<file path="src/eic_defines.vh">
// Purpose: Shared constants for the external and top-level interrupt block
// Assumes: AHB-Lite word registers, 50 MHz system clock
// Notes:   Offsets are byte addresses of 32-bit words
`ifndef EIC_DEFINES_VH
`define EIC_DEFINES_VH

`define EIC_OFS_CENTRAL    12'h000
`define EIC_OFS_EDGE       12'h004
`define EIC_OFS_PEND       12'h008
`define EIC_OFS_MASK       12'h00c
`define EIC_OFS_PRIO       12'h010
`define EIC_OFS_VECT       12'h014
`define EIC_OFS_NEST       12'h018
`define EIC_OFS_SRCSEL     12'h01c
`define EIC_OFS_CORE       12'h020
`define EIC_OFS_ACK        12'h024
`define EIC_OFS_STATUS     12'h028

`define EIC_RST_CENTRAL    8'h87
`define EIC_RST_EDGE       8'h00
`define EIC_RST_PEND       8'h00
`define EIC_RST_MASK       8'h00
`define EIC_RST_PRIO       8'hff
`define EIC_RST_VECT       4'h6
`define EIC_RST_NEST       8'h00
`define EIC_RST_SRCSEL     7'h00

`define EIC_CEN_TOP_PEND   6
`define EIC_CEN_TOP_EN     5
`define EIC_CEN_GIE        4
`define EIC_CEN_NESTED     3
`define EIC_VEC_TOP_EDGE   3
`define EIC_VEC_TOP_SRC    2
`define EIC_VEC_A0_SRC     1
`define EIC_NEST_UNMASK    7

`define EIC_ARB_PERIOD     5
`define EIC_ACK_EXTRA      1
`define EIC_ENTRY_BASE     18
`define EIC_ENTRY_STACK    2
`define EIC_ENTRY_SEG      2
`define EIC_RESP_EXT_MIN   26
`define EIC_RESP_EXT_MAX   55
`define EIC_RESP_TOP_MIN   22
`define EIC_RESP_TOP_MAX   51
`define EIC_LVL_NEVER      3'h7

`endif

</file>
<file path="src/eic_ctrl.v">
// Purpose: External and top-level interrupt front end with arbitration
// Assumes: AHB-Lite slave, core sequencer handshake on plain ports
// Notes:   Level 7 never wins; top-level service blocks all others
//
// Overview of operation
// RULE_01 - Eight external channels in four pairs, even and odd.
// RULE_02 - Edge bit 1 sets pending on rise, 0 on fall.
// RULE_03 - Per-channel mask bit gates only that channel's request.
// RULE_04 - Two-bit pair priority plus forced LSB: even 0, odd 1.
// RULE_05 - Channel A0 source: pin or timer/watchdog, by select bit.
// RULE_06 - A1,B0,B1,C0,C1,D0 each choose pin or on-chip peripheral.
// RULE_07 - Channel D1 source: unmaskable pin or wake-up line unit.
// RULE_08 - Top source select resets to pin; clear picks watchdog end.
// RULE_09 - Pin top source uses rising or falling edge per edge bit.
// RULE_10 - Selected top event sets top pending flag.
// RULE_11 - Maskable top request needs pending, top enable, global enable.
// RULE_12 - Unmaskable bit set-only, reset clears; ignores global enable.
// RULE_13 - Top service blocks every other request, top included.
// RULE_14 - Top entry and return keep global enable, level, hold reg.
// RULE_15 - Peripheral pending set by hardware, set or cleared by software.
// RULE_16 - Peripheral request needs mask, pending and global enable high.
// RULE_17 - Three-bit level, 0 highest; level 7 never acknowledged.
// RULE_18 - Each channel has vector pointer up to seven bits.
// RULE_19 - Arbitration samples every five cycles; acknowledge adds one.
// RULE_20 - Sources hold levels one irq clock, edge before sampling.
// RULE_21 - Abort instruction if no write done, else finish first.
// RULE_22 - Entry takes 18 cycles, +2 stack in file, +2 segment push.
// RULE_23 - External response 26..55 cycles, top 22..51 cycles.
// RULE_24 - Acknowledge clears the channel pending; software may set it.
// RULE_25 - Top acknowledge clears top pending; software may set it.
// RULE_26 - Pick lowest enabled pending level, compare with current level.
//
// Decided for this implementation: the register offsets and the AHB-Lite interface to the registers.
`timescale 1ns/1ns
`default_nettype none
`include "eic_defines.vh"
module eic_ctrl #(
  parameter NCH = 8 // RULE_01
) (
  // Clock and reset
  input  wire        sys_clk,
  input  wire        rst_n,
  input  wire        clk_en,
  // AHB-Lite slave
  input  wire        hsel,
  input  wire [11:0] haddr,
  input  wire [1:0]  htrans,
  input  wire        hwrite,
  input  wire [2:0]  hsize,
  input  wire [31:0] hwdata,
  input  wire        hready,
  output wire        hreadyout,
  output wire        hresp,
  output reg  [31:0] hrdata,
  // Interrupt sources
  input  wire [6:0]  ext_pin,
  input  wire        nmi_pin,
  input  wire        wdg_end_count,
  input  wire [6:0]  periph_event,
  input  wire        wakeup_line_unit,
  // Core sequencer
  input  wire        instr_wrote,
  input  wire        stack_in_file,
  input  wire        iret_done,
  output reg         irq_req,
  output reg         irq_top,
  output reg  [2:0]  irq_level,
  output reg  [6:0]  irq_vector,
  output reg         instr_abort,
  output reg  [4:0]  entry_cycles
);
  localparam ST_IDLE = 2'd0;
  localparam ST_ACK  = 2'd1;
  localparam ST_SERV = 2'd2;

  reg  [7:0] central_irq_ctrl;
  reg  [7:0] edge_select_reg;
  reg  [7:0] ext_pending_reg;
  reg  [7:0] ext_mask_reg;
  reg  [7:0] pair_priority_reg;
  reg  [3:0] ext_vector_reg;
  reg  [3:0] vec_high_reg;
  reg  [7:0] nested_hold_reg;
  reg  [6:0] src_sel_reg;
  reg        segment_push_enable;
  reg  [1:0] state_reg;
  reg  [2:0] arb_cnt_reg;
  reg  [3:0] win_ch_reg;
  reg        top_serv_reg;
  reg        dph_reg;
  reg        dwr_reg;
  reg  [11:0] daddr_reg;

  wire [8:0] line_in;
  wire [8:0] rise_sel;
  wire [8:0] edge_pulse;
  wire [7:0] chan_src;
  wire [7:0] chan_req;
  wire       top_req;
  wire       top_event;
  wire       wr_en;
  wire       gie;
  wire [2:0] cur_level;
  reg  [2:0] best_lvl;
  reg  [3:0] best_ch;
  reg        best_ok;
  wire [31:0] entry_sum;
  integer    i;

  // Level of channel c from its pair field and forced parity bit
  function [2:0] chan_level;
    input [7:0] prio;
    input [2:0] c;
    begin
      chan_level = {prio[{c[2:1], 1'b1}], prio[{c[2:1], 1'b0}], c[0]}; // RULE_04
    end
  endfunction

  assign gie       = central_irq_ctrl[`EIC_CEN_GIE];
  assign cur_level = central_irq_ctrl[2:0];

  // Source selection per channel
  assign chan_src[0] = ext_vector_reg[`EIC_VEC_A0_SRC] ?
                       ext_pin[0] : wdg_end_count; // RULE_05
  genvar g;
  generate
    for (g = 1; g < 7; g = g + 1) begin : g_src
      assign chan_src[g] = src_sel_reg[g] ? periph_event[g] : ext_pin[g]; // RULE_06
    end
  endgenerate
  assign chan_src[7] = src_sel_reg[0] ? wakeup_line_unit : nmi_pin; // RULE_07

  assign line_in  = {nmi_pin, chan_src};
  assign rise_sel = {ext_vector_reg[`EIC_VEC_TOP_EDGE], edge_select_reg};
  // Entry length summed wide, then cut to the five-bit port
  assign entry_sum = `EIC_ENTRY_BASE +
                     (stack_in_file ? `EIC_ENTRY_STACK : 0) +
                     (segment_push_enable ? `EIC_ENTRY_SEG : 0); // RULE_22

  eic_edge_detect #(.N(9)) u_edge (
    .sys_clk    (sys_clk),
    .rst_n      (rst_n),
    .clk_en     (clk_en),
    .line_in    (line_in),
    .rise_sel   (rise_sel),
    .edge_pulse (edge_pulse)
  ); // RULE_02 RULE_09

  // Top event: pin edge or watchdog end of count
  assign top_event = ext_vector_reg[`EIC_VEC_TOP_SRC] ?
                     edge_pulse[8] : (wdg_end_count & clk_en); // RULE_08

  assign chan_req = ext_pending_reg & ext_mask_reg & {NCH{gie}}; // RULE_03 RULE_16
  assign top_req  = central_irq_ctrl[`EIC_CEN_TOP_PEND] &
                    (nested_hold_reg[`EIC_NEST_UNMASK] |
                     (central_irq_ctrl[`EIC_CEN_TOP_EN] & gie)); // RULE_11 RULE_12

  // Highest priority enabled request
  always @* begin
    best_lvl = `EIC_LVL_NEVER;
    best_ch  = 4'h0;
    best_ok  = 1'b0;
    for (i = NCH - 1; i >= 0; i = i - 1) begin
      if (chan_req[i] &&
          chan_level(pair_priority_reg, i[2:0]) != `EIC_LVL_NEVER &&
          chan_level(pair_priority_reg, i[2:0]) <= best_lvl) begin
        best_lvl = chan_level(pair_priority_reg, i[2:0]);
        best_ch  = i[3:0];
        best_ok  = 1'b1;
      end
    end
    best_ok = best_ok & (best_lvl < cur_level); // RULE_17 RULE_26
  end

  // Bus slave
  assign hreadyout = 1'b1;
  assign hresp     = 1'b0;
  assign wr_en     = dph_reg & dwr_reg & clk_en;

  always @(posedge sys_clk or negedge rst_n) begin
    if (!rst_n) begin
      dph_reg   <= 1'b0;
      dwr_reg   <= 1'b0;
      daddr_reg <= 12'h000;
    end else if (clk_en && hready) begin
      dph_reg   <= hsel & htrans[1];
      dwr_reg   <= hwrite;
      daddr_reg <= haddr;
    end
  end

  always @(posedge sys_clk or negedge rst_n) begin
    if (!rst_n)
      hrdata <= 32'h0000_0000;
    else if (clk_en && hsel && htrans[1] && !hwrite && hready) begin
      if (haddr == `EIC_OFS_CENTRAL)
        hrdata <= {24'h000000, central_irq_ctrl};
      else if (haddr == `EIC_OFS_EDGE)
        hrdata <= {24'h000000, edge_select_reg};
      else if (haddr == `EIC_OFS_PEND)
        hrdata <= {24'h000000, ext_pending_reg};
      else if (haddr == `EIC_OFS_MASK)
        hrdata <= {24'h000000, ext_mask_reg};
      else if (haddr == `EIC_OFS_PRIO)
        hrdata <= {24'h000000, pair_priority_reg};
      else if (haddr == `EIC_OFS_VECT)
        hrdata <= {24'h000000, vec_high_reg, ext_vector_reg};
      else if (haddr == `EIC_OFS_NEST)
        hrdata <= {24'h000000, nested_hold_reg};
      else if (haddr == `EIC_OFS_SRCSEL)
        hrdata <= {25'h0000000, src_sel_reg};
      else if (haddr == `EIC_OFS_CORE)
        hrdata <= {31'h00000000, segment_push_enable};
      else if (haddr == `EIC_OFS_STATUS)
        hrdata <= {26'h0000000, top_serv_reg, state_reg, arb_cnt_reg};
      else
        hrdata <= 32'h0000_0000;
    end
  end

  // Registers, pending flags and arbitration sequencer
  always @(posedge sys_clk or negedge rst_n) begin
    if (!rst_n) begin
      central_irq_ctrl    <= `EIC_RST_CENTRAL;
      edge_select_reg     <= `EIC_RST_EDGE;
      ext_pending_reg     <= `EIC_RST_PEND;
      ext_mask_reg        <= `EIC_RST_MASK;
      pair_priority_reg   <= `EIC_RST_PRIO;
      ext_vector_reg      <= `EIC_RST_VECT;
      vec_high_reg        <= 4'h0;
      nested_hold_reg     <= `EIC_RST_NEST;
      src_sel_reg         <= `EIC_RST_SRCSEL;
      segment_push_enable <= 1'b0;
      state_reg           <= ST_IDLE;
      arb_cnt_reg         <= 3'h0;
      win_ch_reg          <= 4'h0;
      top_serv_reg        <= 1'b0;
      irq_req             <= 1'b0;
      irq_top             <= 1'b0;
      irq_level           <= 3'h0;
      irq_vector          <= 7'h00;
      instr_abort         <= 1'b0;
      entry_cycles        <= 5'h00;
    end else if (clk_en) begin
      if (wr_en) begin
        if (daddr_reg == `EIC_OFS_CENTRAL)
          central_irq_ctrl <= hwdata[7:0];
        else if (daddr_reg == `EIC_OFS_EDGE)
          edge_select_reg <= hwdata[7:0];
        else if (daddr_reg == `EIC_OFS_PEND)
          ext_pending_reg <= hwdata[7:0]; // RULE_15 RULE_24
        else if (daddr_reg == `EIC_OFS_MASK)
          ext_mask_reg <= hwdata[7:0];
        else if (daddr_reg == `EIC_OFS_PRIO)
          pair_priority_reg <= hwdata[7:0];
        else if (daddr_reg == `EIC_OFS_VECT) begin
          vec_high_reg   <= hwdata[7:4];
          ext_vector_reg <= hwdata[3:0];
        end else if (daddr_reg == `EIC_OFS_NEST)
          nested_hold_reg <= {nested_hold_reg[7] | hwdata[7],
                              hwdata[6:0]}; // RULE_12
        else if (daddr_reg == `EIC_OFS_SRCSEL)
          src_sel_reg <= hwdata[6:0];
        else if (daddr_reg == `EIC_OFS_CORE)
          segment_push_enable <= hwdata[0];
      end
      // Hardware sets win over software clear
      ext_pending_reg[7:0] <= ((wr_en && daddr_reg == `EIC_OFS_PEND) ?
                               hwdata[7:0] : ext_pending_reg) |
                              edge_pulse[7:0]; // RULE_02 RULE_15
      if (top_event)
        central_irq_ctrl[`EIC_CEN_TOP_PEND] <= 1'b1; // RULE_10
      instr_abort <= 1'b0;
      irq_req     <= 1'b0;
      case (state_reg)
        ST_IDLE: begin
          arb_cnt_reg <= (arb_cnt_reg == `EIC_ARB_PERIOD - 1) ?
                         3'h0 : arb_cnt_reg + 3'h1; // RULE_19
          if (arb_cnt_reg == `EIC_ARB_PERIOD - 1 && !top_serv_reg) begin // RULE_13
            if (top_req) begin
              irq_top   <= 1'b1;
              state_reg <= ST_ACK;
            end else if (best_ok) begin
              irq_top    <= 1'b0;
              win_ch_reg <= best_ch;
              irq_level  <= best_lvl;
              state_reg  <= ST_ACK;
            end
          end
        end
        ST_ACK: begin
          // One extra cycle to acknowledge
          irq_req      <= 1'b1; // RULE_19 RULE_23
          instr_abort  <= ~instr_wrote; // RULE_21
          entry_cycles <= entry_sum[4:0]; // RULE_22
          if (irq_top) begin
            central_irq_ctrl[`EIC_CEN_TOP_PEND] <= top_event; // RULE_25
            top_serv_reg <= 1'b1; // RULE_14
            irq_vector   <= 7'h00;
          end else begin
            ext_pending_reg[win_ch_reg[2:0]] <=
              edge_pulse[win_ch_reg[2:0]]; // RULE_24
            irq_vector <= {vec_high_reg, win_ch_reg[2:0]}; // RULE_18
            central_irq_ctrl[`EIC_CEN_GIE] <= 1'b0;
            if (central_irq_ctrl[`EIC_CEN_NESTED]) begin
              nested_hold_reg[cur_level] <= 1'b1;
              central_irq_ctrl[2:0]      <= irq_level;
            end
          end
          state_reg <= ST_SERV;
        end
        default: begin
          // Return: top leaves enable and levels untouched
          if (iret_done) begin
            if (top_serv_reg)
              top_serv_reg <= 1'b0; // RULE_14
            else
              central_irq_ctrl[`EIC_CEN_GIE] <= 1'b1;
            state_reg   <= ST_IDLE;
            arb_cnt_reg <= 3'h0;
          end
        end
      endcase
    end
  end
endmodule
`default_nettype wire

</file>
<file path="src/eic_edge_detect.v">
// Purpose: Edge detectors with selectable polarity, one per source line
// Assumes: Inputs synchronous to sys_clk
// Notes:   Pulse for one cycle on the selected edge
`timescale 1ns/1ns
`default_nettype none
module eic_edge_detect #(
  parameter N = 9
) (
  // Clock and reset
  input  wire         sys_clk,
  input  wire         rst_n,
  input  wire         clk_en,
  // Lines
  input  wire [N-1:0] line_in,
  input  wire [N-1:0] rise_sel,
  output wire [N-1:0] edge_pulse
);
  reg [N-1:0] prev_reg;
  genvar g;

  always @(posedge sys_clk or negedge rst_n) begin
    if (!rst_n)
      prev_reg <= {N{1'b0}};
    else if (clk_en)
      prev_reg <= line_in;
  end

  generate
    for (g = 0; g < N; g = g + 1) begin : g_edge
      assign edge_pulse[g] = clk_en & (rise_sel[g] ?
        (line_in[g] & ~prev_reg[g]) : (~line_in[g] & prev_reg[g]));
    end
  endgenerate
endmodule
`default_nettype wire

</file>
<file path="config.mk">
export PLATFORM = sky130hd
export DESIGN_NAME = eic_ctrl
export DESIGN_NICKNAME = d
export VERILOG_FILES = /design/src/eic_ctrl.v /design/src/eic_edge_detect.v
export VERILOG_INCLUDE_DIRS = /design/src
export SDC_FILE = /design/constraint.sdc
export NUM_CORES = 1
export LEC_CHECK = 0
export ABC_AREA = 1
export BUFFER_PORTS_ARGS = -buffer_cell sky130_fd_sc_hd__buf_2
export CAP_MARGIN = 20
export CELL_PAD_IN_SITES_DETAIL_PLACEMENT = 2
export CELL_PAD_IN_SITES_GLOBAL_PLACEMENT = 2
export CORE_MARGIN = 2
export CORE_UTILIZATION = 30
export DETAILED_ROUTE_END_ITERATION = 10
export HOLD_SLACK_MARGIN = 0.02
export MAX_ROUTING_LAYER = met4
export PLACE_DENSITY_LB_ADDON = 0.1
export SLEW_MARGIN = 20
export SYNTH_ARGS = -nofsm -noshare
export SYNTH_HDL_FRONTEND = slang
export SYNTH_SLANG_ARGS = --single-unit
export TNS_END_PERCENT = 5
</file>
<file path="constraint.sdc">
create_clock -name sys_clk -period 5.98 [get_ports sys_clk]
set_input_delay 0.299 -clock sys_clk [delete_from_list [all_inputs] [get_ports sys_clk]]
set_output_delay 0.299 -clock sys_clk [all_outputs]
set_load 0.01 [all_outputs]
</file>
== Word-level counts from Yosys, hierarchy flattened ==
Cells that the tools add are included.
Storage, ports and cells
  memory bits (read-only): 0
  logic and storage cells: 286
  memories kept: 0
  flip-flop bits (word level): 146
  latch bits: 0
  output and inout bits: 52
  bits of input ports: 75
  RAM bits: 0
Cells by class
  multiplexer cells: 104
  shift-type cells: 0
  equal/unequal tests: 26
  $mul: 0
  reduce and logical (&&, ||, !) cells: 43
  divide/modulo/power cells: 0
  bitwise gates (word level): 70
  add/sub/neg operators: 3
  $lt $le $gt $ge: 14
Operators by type and width (count)
  2-to-1 mux 8 bit: 22
  == test 12 x 5 -> 1 bit (second input constant): 8
  2-to-1 mux 3 bit: 21
  == test 12 x 4 -> 1 bit (second input constant): 4
  2-to-1 mux 1 bit: 41
  == test 12 x 6 -> 1 bit (second input constant): 3
  bitwise AND 1 bit: 34
  inverter 1 bit: 30
  2-to-1 mux 7 bit: 4
  == test 12 x 3 -> 1 bit (second input constant): 2
  zero test 12 bit: 2
  less-or-equal comparator 3 bit: 7
  logical AND 1 bit: 21
  bitwise AND 8 bit: 2
  bitwise OR 8 bit: 2
  AND reduction 4 bit: 4
  2-to-1 mux 2 bit: 6
  2-to-1 mux 6 bit: 2
  != test 2 bit (second input constant): 6
  AND reduction 11 bit: 1
  AND reduction 10 bit: 1
  bitwise mux 8 bit: 1
  < comparator 3 x 4 -> 1 bit (second input constant): 2
  AND reduction 8 bit: 1
  25 further kinds: 33

== Logic depth before layout (Yosys ltp) ==
  depth after elaboration: 32
  gate-level depth with buffers: 57
  mapped depth without buffers: 57

== Hierarchy ==
A second synthesis with hierarchy kept.
Second synthesis, totals
  cells, all modules: 932
  area total of the unflattened synthesis: 7091.8 µm²
Modules (own cells, without submodules)
  eic_ctrl: seq. area each 2795.2 µm², instances 1, area an instance 6446.2 µm², cells an instance 821
  eic_edge_detect: seq. area each 225.2 µm², instances 1, area an instance 645.6 µm², cells an instance 111

== Worst setup path before layout ==
Ideal clock, no wire load.
  path type: register -> register
  from: reg pair_priority_reg[7] (netlist: chan_level.prio[7])
  to: reg win_ch_reg[1]
  path buffers: 1
  path slack: -0.294 ns
  period minus slack after synthesis: 6.274 ns
  arrival time: 6.157 ns
  library setup time: 0.118 ns
  required time: 5.862 ns
  cell stages (with the launch flop): 51
  cell sequence: dfstp_2 -> nand2_1 -> nand2_1 -> nand2_2 -> nand2_1 -> ha_1 -> a21oi_1 -> nand2_2 -> nand2_4 -> nor2_1 -> a21oi_1 -> ha_1 -> nand3_4 -> nand2_4 -> nand2_4 -> nor2_1 -> a21oi_1 -> ha_1 -> [... 15 more ...] -> nand3_2 -> nand2_2 -> nand2_4 -> nand2_1 -> o21a_1 -> inv_1 -> ha_1 -> a21o_1 -> nand2_2 -> nand2_4 -> o21ai_0 -> ha_1 -> a21oi_1 -> a21boi_4 -> nand3_4 -> buf_6 -> nand2_2 -> o21ai_2
On the way
  cells in the longest elaborated chain, start to end: 28
  elaborated cells on any way between the ends: 45
  those cells by class: 9 x order compare; 1 x eq/ne; 24 x mux; 1 x bitwise; 10 x reduce/logical
Ends and longest elaborated chain
  from (decl): line eic_ctrl.v:80  | reg [7:0] pair_priority_reg;
  from (signal assigned): line eic_ctrl.v:228  | pair_priority_reg <= `EIC_RST_PRIO;
  from (signal assigned): line eic_ctrl.v:255  | pair_priority_reg <= hwdata[7:0];
  branches (longest 6 deep; another with less-or-equal comparator 3 bit)
  2-to-1 mux 3 bit (*): line eic_ctrl.v:164  | if (chan_req[i] &&
  less-or-equal comparator 3 bit: line eic_ctrl.v:166  | chan_level(pair_priority_reg, i[2:0]) <= best_lvl) begin
  logical AND 1 bit: line eic_ctrl.v:164
  2-to-1 mux 3 bit (*): line eic_ctrl.v:164
  less-or-equal comparator 3 bit: line eic_ctrl.v:166
  logical AND 1 bit: line eic_ctrl.v:164
  2-to-1 mux 3 bit (*): line eic_ctrl.v:164
  [... 8 more ...]
  2-to-1 mux 3 bit (*): line eic_ctrl.v:164
  less-or-equal comparator 3 bit: line eic_ctrl.v:166
  logical AND 1 bit: line eic_ctrl.v:164
  2-to-1 mux 3 bit (*): line eic_ctrl.v:164
  named net best_lvl[2]: line eic_ctrl.v:104  | reg [2:0] best_lvl;
  < comparator 3 bit (*): line eic_ctrl.v:172  | best_ok = best_ok & (best_lvl < cur_level);
  bitwise AND 1 bit (*): line eic_ctrl.v:172
  AND reduction 5 bit (no line) (*)
  to (signal assigned): line eic_ctrl.v:285  | win_ch_reg <= best_ch;
  to (decl): line eic_ctrl.v:88  | reg [3:0] win_ch_reg;
Mark *: on every way through the listed nets, which the timed path passes.
A chain may end at the register's enable or synchronous reset.

== Final worst setup path ==
  from: reg central_irq_ctrl[4]
  to: reg win_ch_reg[2]
On the way
  cells in the longest elaborated chain, start to end: 28
  elaborated cells on any way between the ends: 51
  those cells by class: 8 x order compare; 24 x mux; 6 x bitwise; 13 x reduce/logical
Ends and longest elaborated chain
  from (decl): line eic_ctrl.v:76  | reg [7:0] central_irq_ctrl;
  from (signal assigned): line eic_ctrl.v:224  | central_irq_ctrl <= `EIC_RST_CENTRAL;
  from (signal assigned): line eic_ctrl.v:247  | central_irq_ctrl <= hwdata[7:0];
  from (signal, indexed assignment): line eic_ctrl.v:297  | central_irq_ctrl[`EIC_CEN_TOP_PEND] <= top_event;
  bitwise AND 8 bit (*): line eic_ctrl.v:153  | assign chan_req = ext_pending_reg & ext_mask_reg & {NCH{gie}};
  logical AND 1 bit (no line)
  logical AND 1 bit: line eic_ctrl.v:164
  2-to-1 mux 3 bit: line eic_ctrl.v:164
  less-or-equal comparator 3 bit: line eic_ctrl.v:166
  logical AND 1 bit: line eic_ctrl.v:164
  2-to-1 mux 3 bit: line eic_ctrl.v:164
  less-or-equal comparator 3 bit: line eic_ctrl.v:166
  [... 13 more ...]
  2-to-1 mux 3 bit: line eic_ctrl.v:164
  less-or-equal comparator 3 bit: line eic_ctrl.v:166
  logical AND 1 bit: line eic_ctrl.v:164
  2-to-1 mux 3 bit (*): line eic_ctrl.v:164
  named net best_lvl[2]: line eic_ctrl.v:104
  < comparator 3 bit (*): line eic_ctrl.v:172
  bitwise AND 1 bit (*): line eic_ctrl.v:172
  AND reduction 5 bit (no line) (*)
Mark *: on every way through the listed nets, which the timed path passes. The rest lies on a longest branch.

==> results.md <==
- Final design area excluding fillers: 8980 um^2
- Cell variety after synth: 46
- Post-synthesis register bit count: 120
- Worst rel slew slack: 0.290
- Total congestion overflow: 0
- Die Footprint: 24700 um^2
- Max-cap violations: 0
- Critical path fanouts, max: 6
- Number of buffers on the longest clock path: 2
- Synth Area per Inst: 7.99 um^2
- Fraction of registers with async set/reset: 1.00
- Part of the total power dissipated in combinational logic: 0.154
- Global-route wire length before repair: 43.8 mm
- Fraction of power consumed by sequential logic: 0.414
- Largest net degree at the start of global routing: 63
- Final Hold Viols: 0
- Core Box Area: 23300 um^2
- Largest stage delay on the critical path: 390 ps
- Arrival time at the worst endpoint: 6600 ps
- Number of antenna diodes: 0
- Crit path required time: 6340 ps
- Aggregate routed wire length: 28.6 mm
- RR Startpoint: central_irq_ctrl[4]$_DFFE_PN0P_
- Setup repair after global routing missed its margin: yes
- Wirelength per Cell: 21.1 um
- Last weighted congestion value of the routability-driven placer: 0.855
- Number of ports placed on the die boundary: 127
- Yosys warnings: 0
- Status: complete, but fails checks
- Clock latency at the later pin of the worst-skew pair: 430 ps
- Proportion of synthesized chip area in sequential cells: 0.428
- Worst hold path class: in2reg
- Number of input and output port buffers inserted: 69
- Combined area of all synthesized cells: 7050 um^2
- Switch share: 0.310
- Sw Pwr: 0.722 mW
- Die Wd: 157 um
- Maximum clock frequency: 0.160 GHz
- Post-synthesis instance total: 882
- Clock tree from TritonCTS: built
- Worst vdd rail ir drop: 149 uV
- Iteration count of the initial detailed-routing pass: 5
- Final layout net count: 1113
- # rows: 56
- Global-route total usage across every layer: 0.247
- Number of enable-type register cells in the synthesized netlist: 0
- Floorplan die height: 157 um
- Placed wire-length estimate: 20.9 mm
- Sink count of the clock tree: 120
- Drt via density: 5.06
- Cells after DPL: 1292
- Starting density of the core: 0.303
- Main synth FF type: sky130_fd_sc_hd__dfrtp_1
- H-tree Lvls: 4
- Most numerous cell on the critical path: sky130_fd_sc_hd__nand2_4
- Number of buffers created by CTS: 17
- Clock network fraction of design power: 0.432
- Fraction of final layout cells with drive strength greater than 1: 0.271
- Post-route non-filler standard cell count: 1356
- Leakage component of the power: 4.02 nW
- Critical Setup Path Class: reg2reg
- Count of antenna-violating nets left after detailed routing: 0
- Internal portion of total power: 1.61 mW
- Clock transition time at the flip-flop clock pins of the worst setup and hold paths: 70 ps
- DR DRC count: 0
- Violations in the final reports: setup timing
- Post-route clock skew: 11.6 ps
- Worst Hold Launch: instr_wrote
- Area Overhead vs Synth: 27.3%
- Slowest-stage cell, CP: sky130_fd_sc_hd__dfrtp_1
- Leading cell types in the layout, fill and taps excluded: sky130_fd_sc_hd__nand2_1, sky130_fd_sc_hd__dfrtp_1, sky130_fd_sc_hd__o21ai_0
- Worst Max-Slew Pin Slew: 1060 ps
- Final setup fails: 8
- DRT iter0 DRCs: 337
- Area of placed instances: 7970 um^2
- Post-route fraction of the period consumed by the critical path: 1.04
- Cell Pwr Density: 260 nW/um^2
- DR vias: 6855
- Launch point of the critical path: central_irq_ctrl[4]$_DFFE_PN0P_
- Category of the worst setup path launch point: register
- Pre-CTS setup slack: -760 ps
- Worst Slack Setup Final: -258 ps
- Worst hold margin: 52.6 ps
- Pins Over Slew Limit: 0
- Min Clock Period, post-route: 6240 ps
- Number of global-route vias before repair: 7129
- Initial antenna violation count: 2
- Leading cell type in the layout, fill and taps excluded: sky130_fd_sc_hd__nand2_1
- CTS root buffer: sky130_fd_sc_hd__clkbuf_16
- Max reg flops: 12
- Kind of end point of the critical path: register
[final cells by class]
type | count | area [um^2]
Inverter | 108 | 405
Clock buffer | 19 | 443
Fill cell | 2745 | 14300
Multi-Input combinational cell | 628 | 3620
Sequential cell | 120 | 3020
Clock inverter | 13 | 123
Timing Repair Buffer | 149 | 963
Tap cell | 319 | 399
[synthesized netlist by cell type (3+ instances only)]
cell	n	area, um^2
sky130_fd_sc_hd__a21oi_1	34	170
sky130_fd_sc_hd__a22oi_1	3	22.5
sky130_fd_sc_hd__buf_4	29	218
sky130_fd_sc_hd__clkbuf_1	22	82.6
sky130_fd_sc_hd__dfrtp_1	106	2650
sky130_fd_sc_hd__dfstp_2	14	368
sky130_fd_sc_hd__ha_1	14	175
sky130_fd_sc_hd__inv_1	102	383
sky130_fd_sc_hd__inv_2	5	18.8
sky130_fd_sc_hd__mux2_2	8	90.1
sky130_fd_sc_hd__mux2i_1	12	120
sky130_fd_sc_hd__nand2_1	185	694
sky130_fd_sc_hd__nand2_2	11	68.8
sky130_fd_sc_hd__nand2_4	9	101
sky130_fd_sc_hd__nand3_1	47	235
sky130_fd_sc_hd__nand3_2	5	50.1
sky130_fd_sc_hd__nand3b_1	3	22.5
sky130_fd_sc_hd__nand4_1	10	62.6
sky130_fd_sc_hd__nor2_1	49	184
sky130_fd_sc_hd__nor3_1	26	130
sky130_fd_sc_hd__nor4_1	7	43.8
sky130_fd_sc_hd__o2111ai_1	12	105
sky130_fd_sc_hd__o211ai_1	19	143
sky130_fd_sc_hd__o21ai_0	108	541
sky130_fd_sc_hd__o21ai_2	6	52.6
sky130_fd_sc_hd__o221ai_1	6	52.6
[worst max-delay path, delay by kind of cell (launching register included)]
kind	cells	cell delay, ps
and+or+nand+nor	24	2020
adders and majority gates	6	1570
AOI/OAI and AO/OA	10	1150
buffers and inverters	10	1030
DFF	1	390
[metrics by stage]
| step | util | TNS (ps) | power [mW] |
|---|---|---|---|
| after floorplan | - | -691 | 1.17 |
| after global placement | 0.343 | -2540 | 1.32 |
| after detailed placement | 0.343 | -5770 | 1.33 |
| after CTS | 0.381 | -2860 | 2.35 |
| after global routing | 0.386 | -5540 | 2.44 |
| final | 0.386 | -1900 | 2.33 |
[logic make-up after synthesis]
group           share of synthesized area
compound gates                      0.176
xor+xnor                          0.00124
fa+ha+maj                          0.0248
buf+inv                             0.102
flops                               0.428
mux                                0.0298
other cells                       0.00107
simple gates                        0.236
[power groups by stage]
stage	Sequential, mW	Combinational [mW]	Clock [mW]
finish	0.965	0.359	1.01
global route	0.976	0.411	1.05
CTS	0.965	0.360	1.03
detailed placement	0.979	0.349	0
global placement	0.976	0.340	0
floorplan	0.970	0.199	0
[final timing paths]
check / to / slack, ps / cells past startpoint
worst min register to register: entry_cycles[4]$_DFFE_PN0P_ / 460 / 1
worst max-delay path: win_ch_reg[2]$_DFFE_PN0P_ / -260 / 50
min in group asynchronous: daddr_reg[7]$_DFFE_PN0P_ / 490 / 2
worst max register to register: win_ch_reg[2]$_DFFE_PN0P_ / -260 / 50
worst min-delay path: instr_abort$_DFFE_PN0P_ / 50 / 2
max in group asynchronous: ext_pending_reg[6]$_DFFE_PN0P_ / 4170 / 3
[routing by layer]
metal / share of wire / vias up / track usage
met1: 0.48 / 3459 / 0.331
met5: 0 / - / -
met4: 0.020 / 0 / 0.0697
met3: 0.038 / 29 / 0.0339
li1: - / 3219 / -
met2: 0.47 / 148 / 0.391
[what timing repair did]
item                       in CTS  in global routing
cloned                          1                  0
gates resized for setup        27                 15
hold buffers                    1                  0
setup buffers                  27                  3
hold endpoints to repair       55                  0
setup endpoints to repair       8                  8
pin swaps                      22                 13
Power figures use the tool's default switching activity.
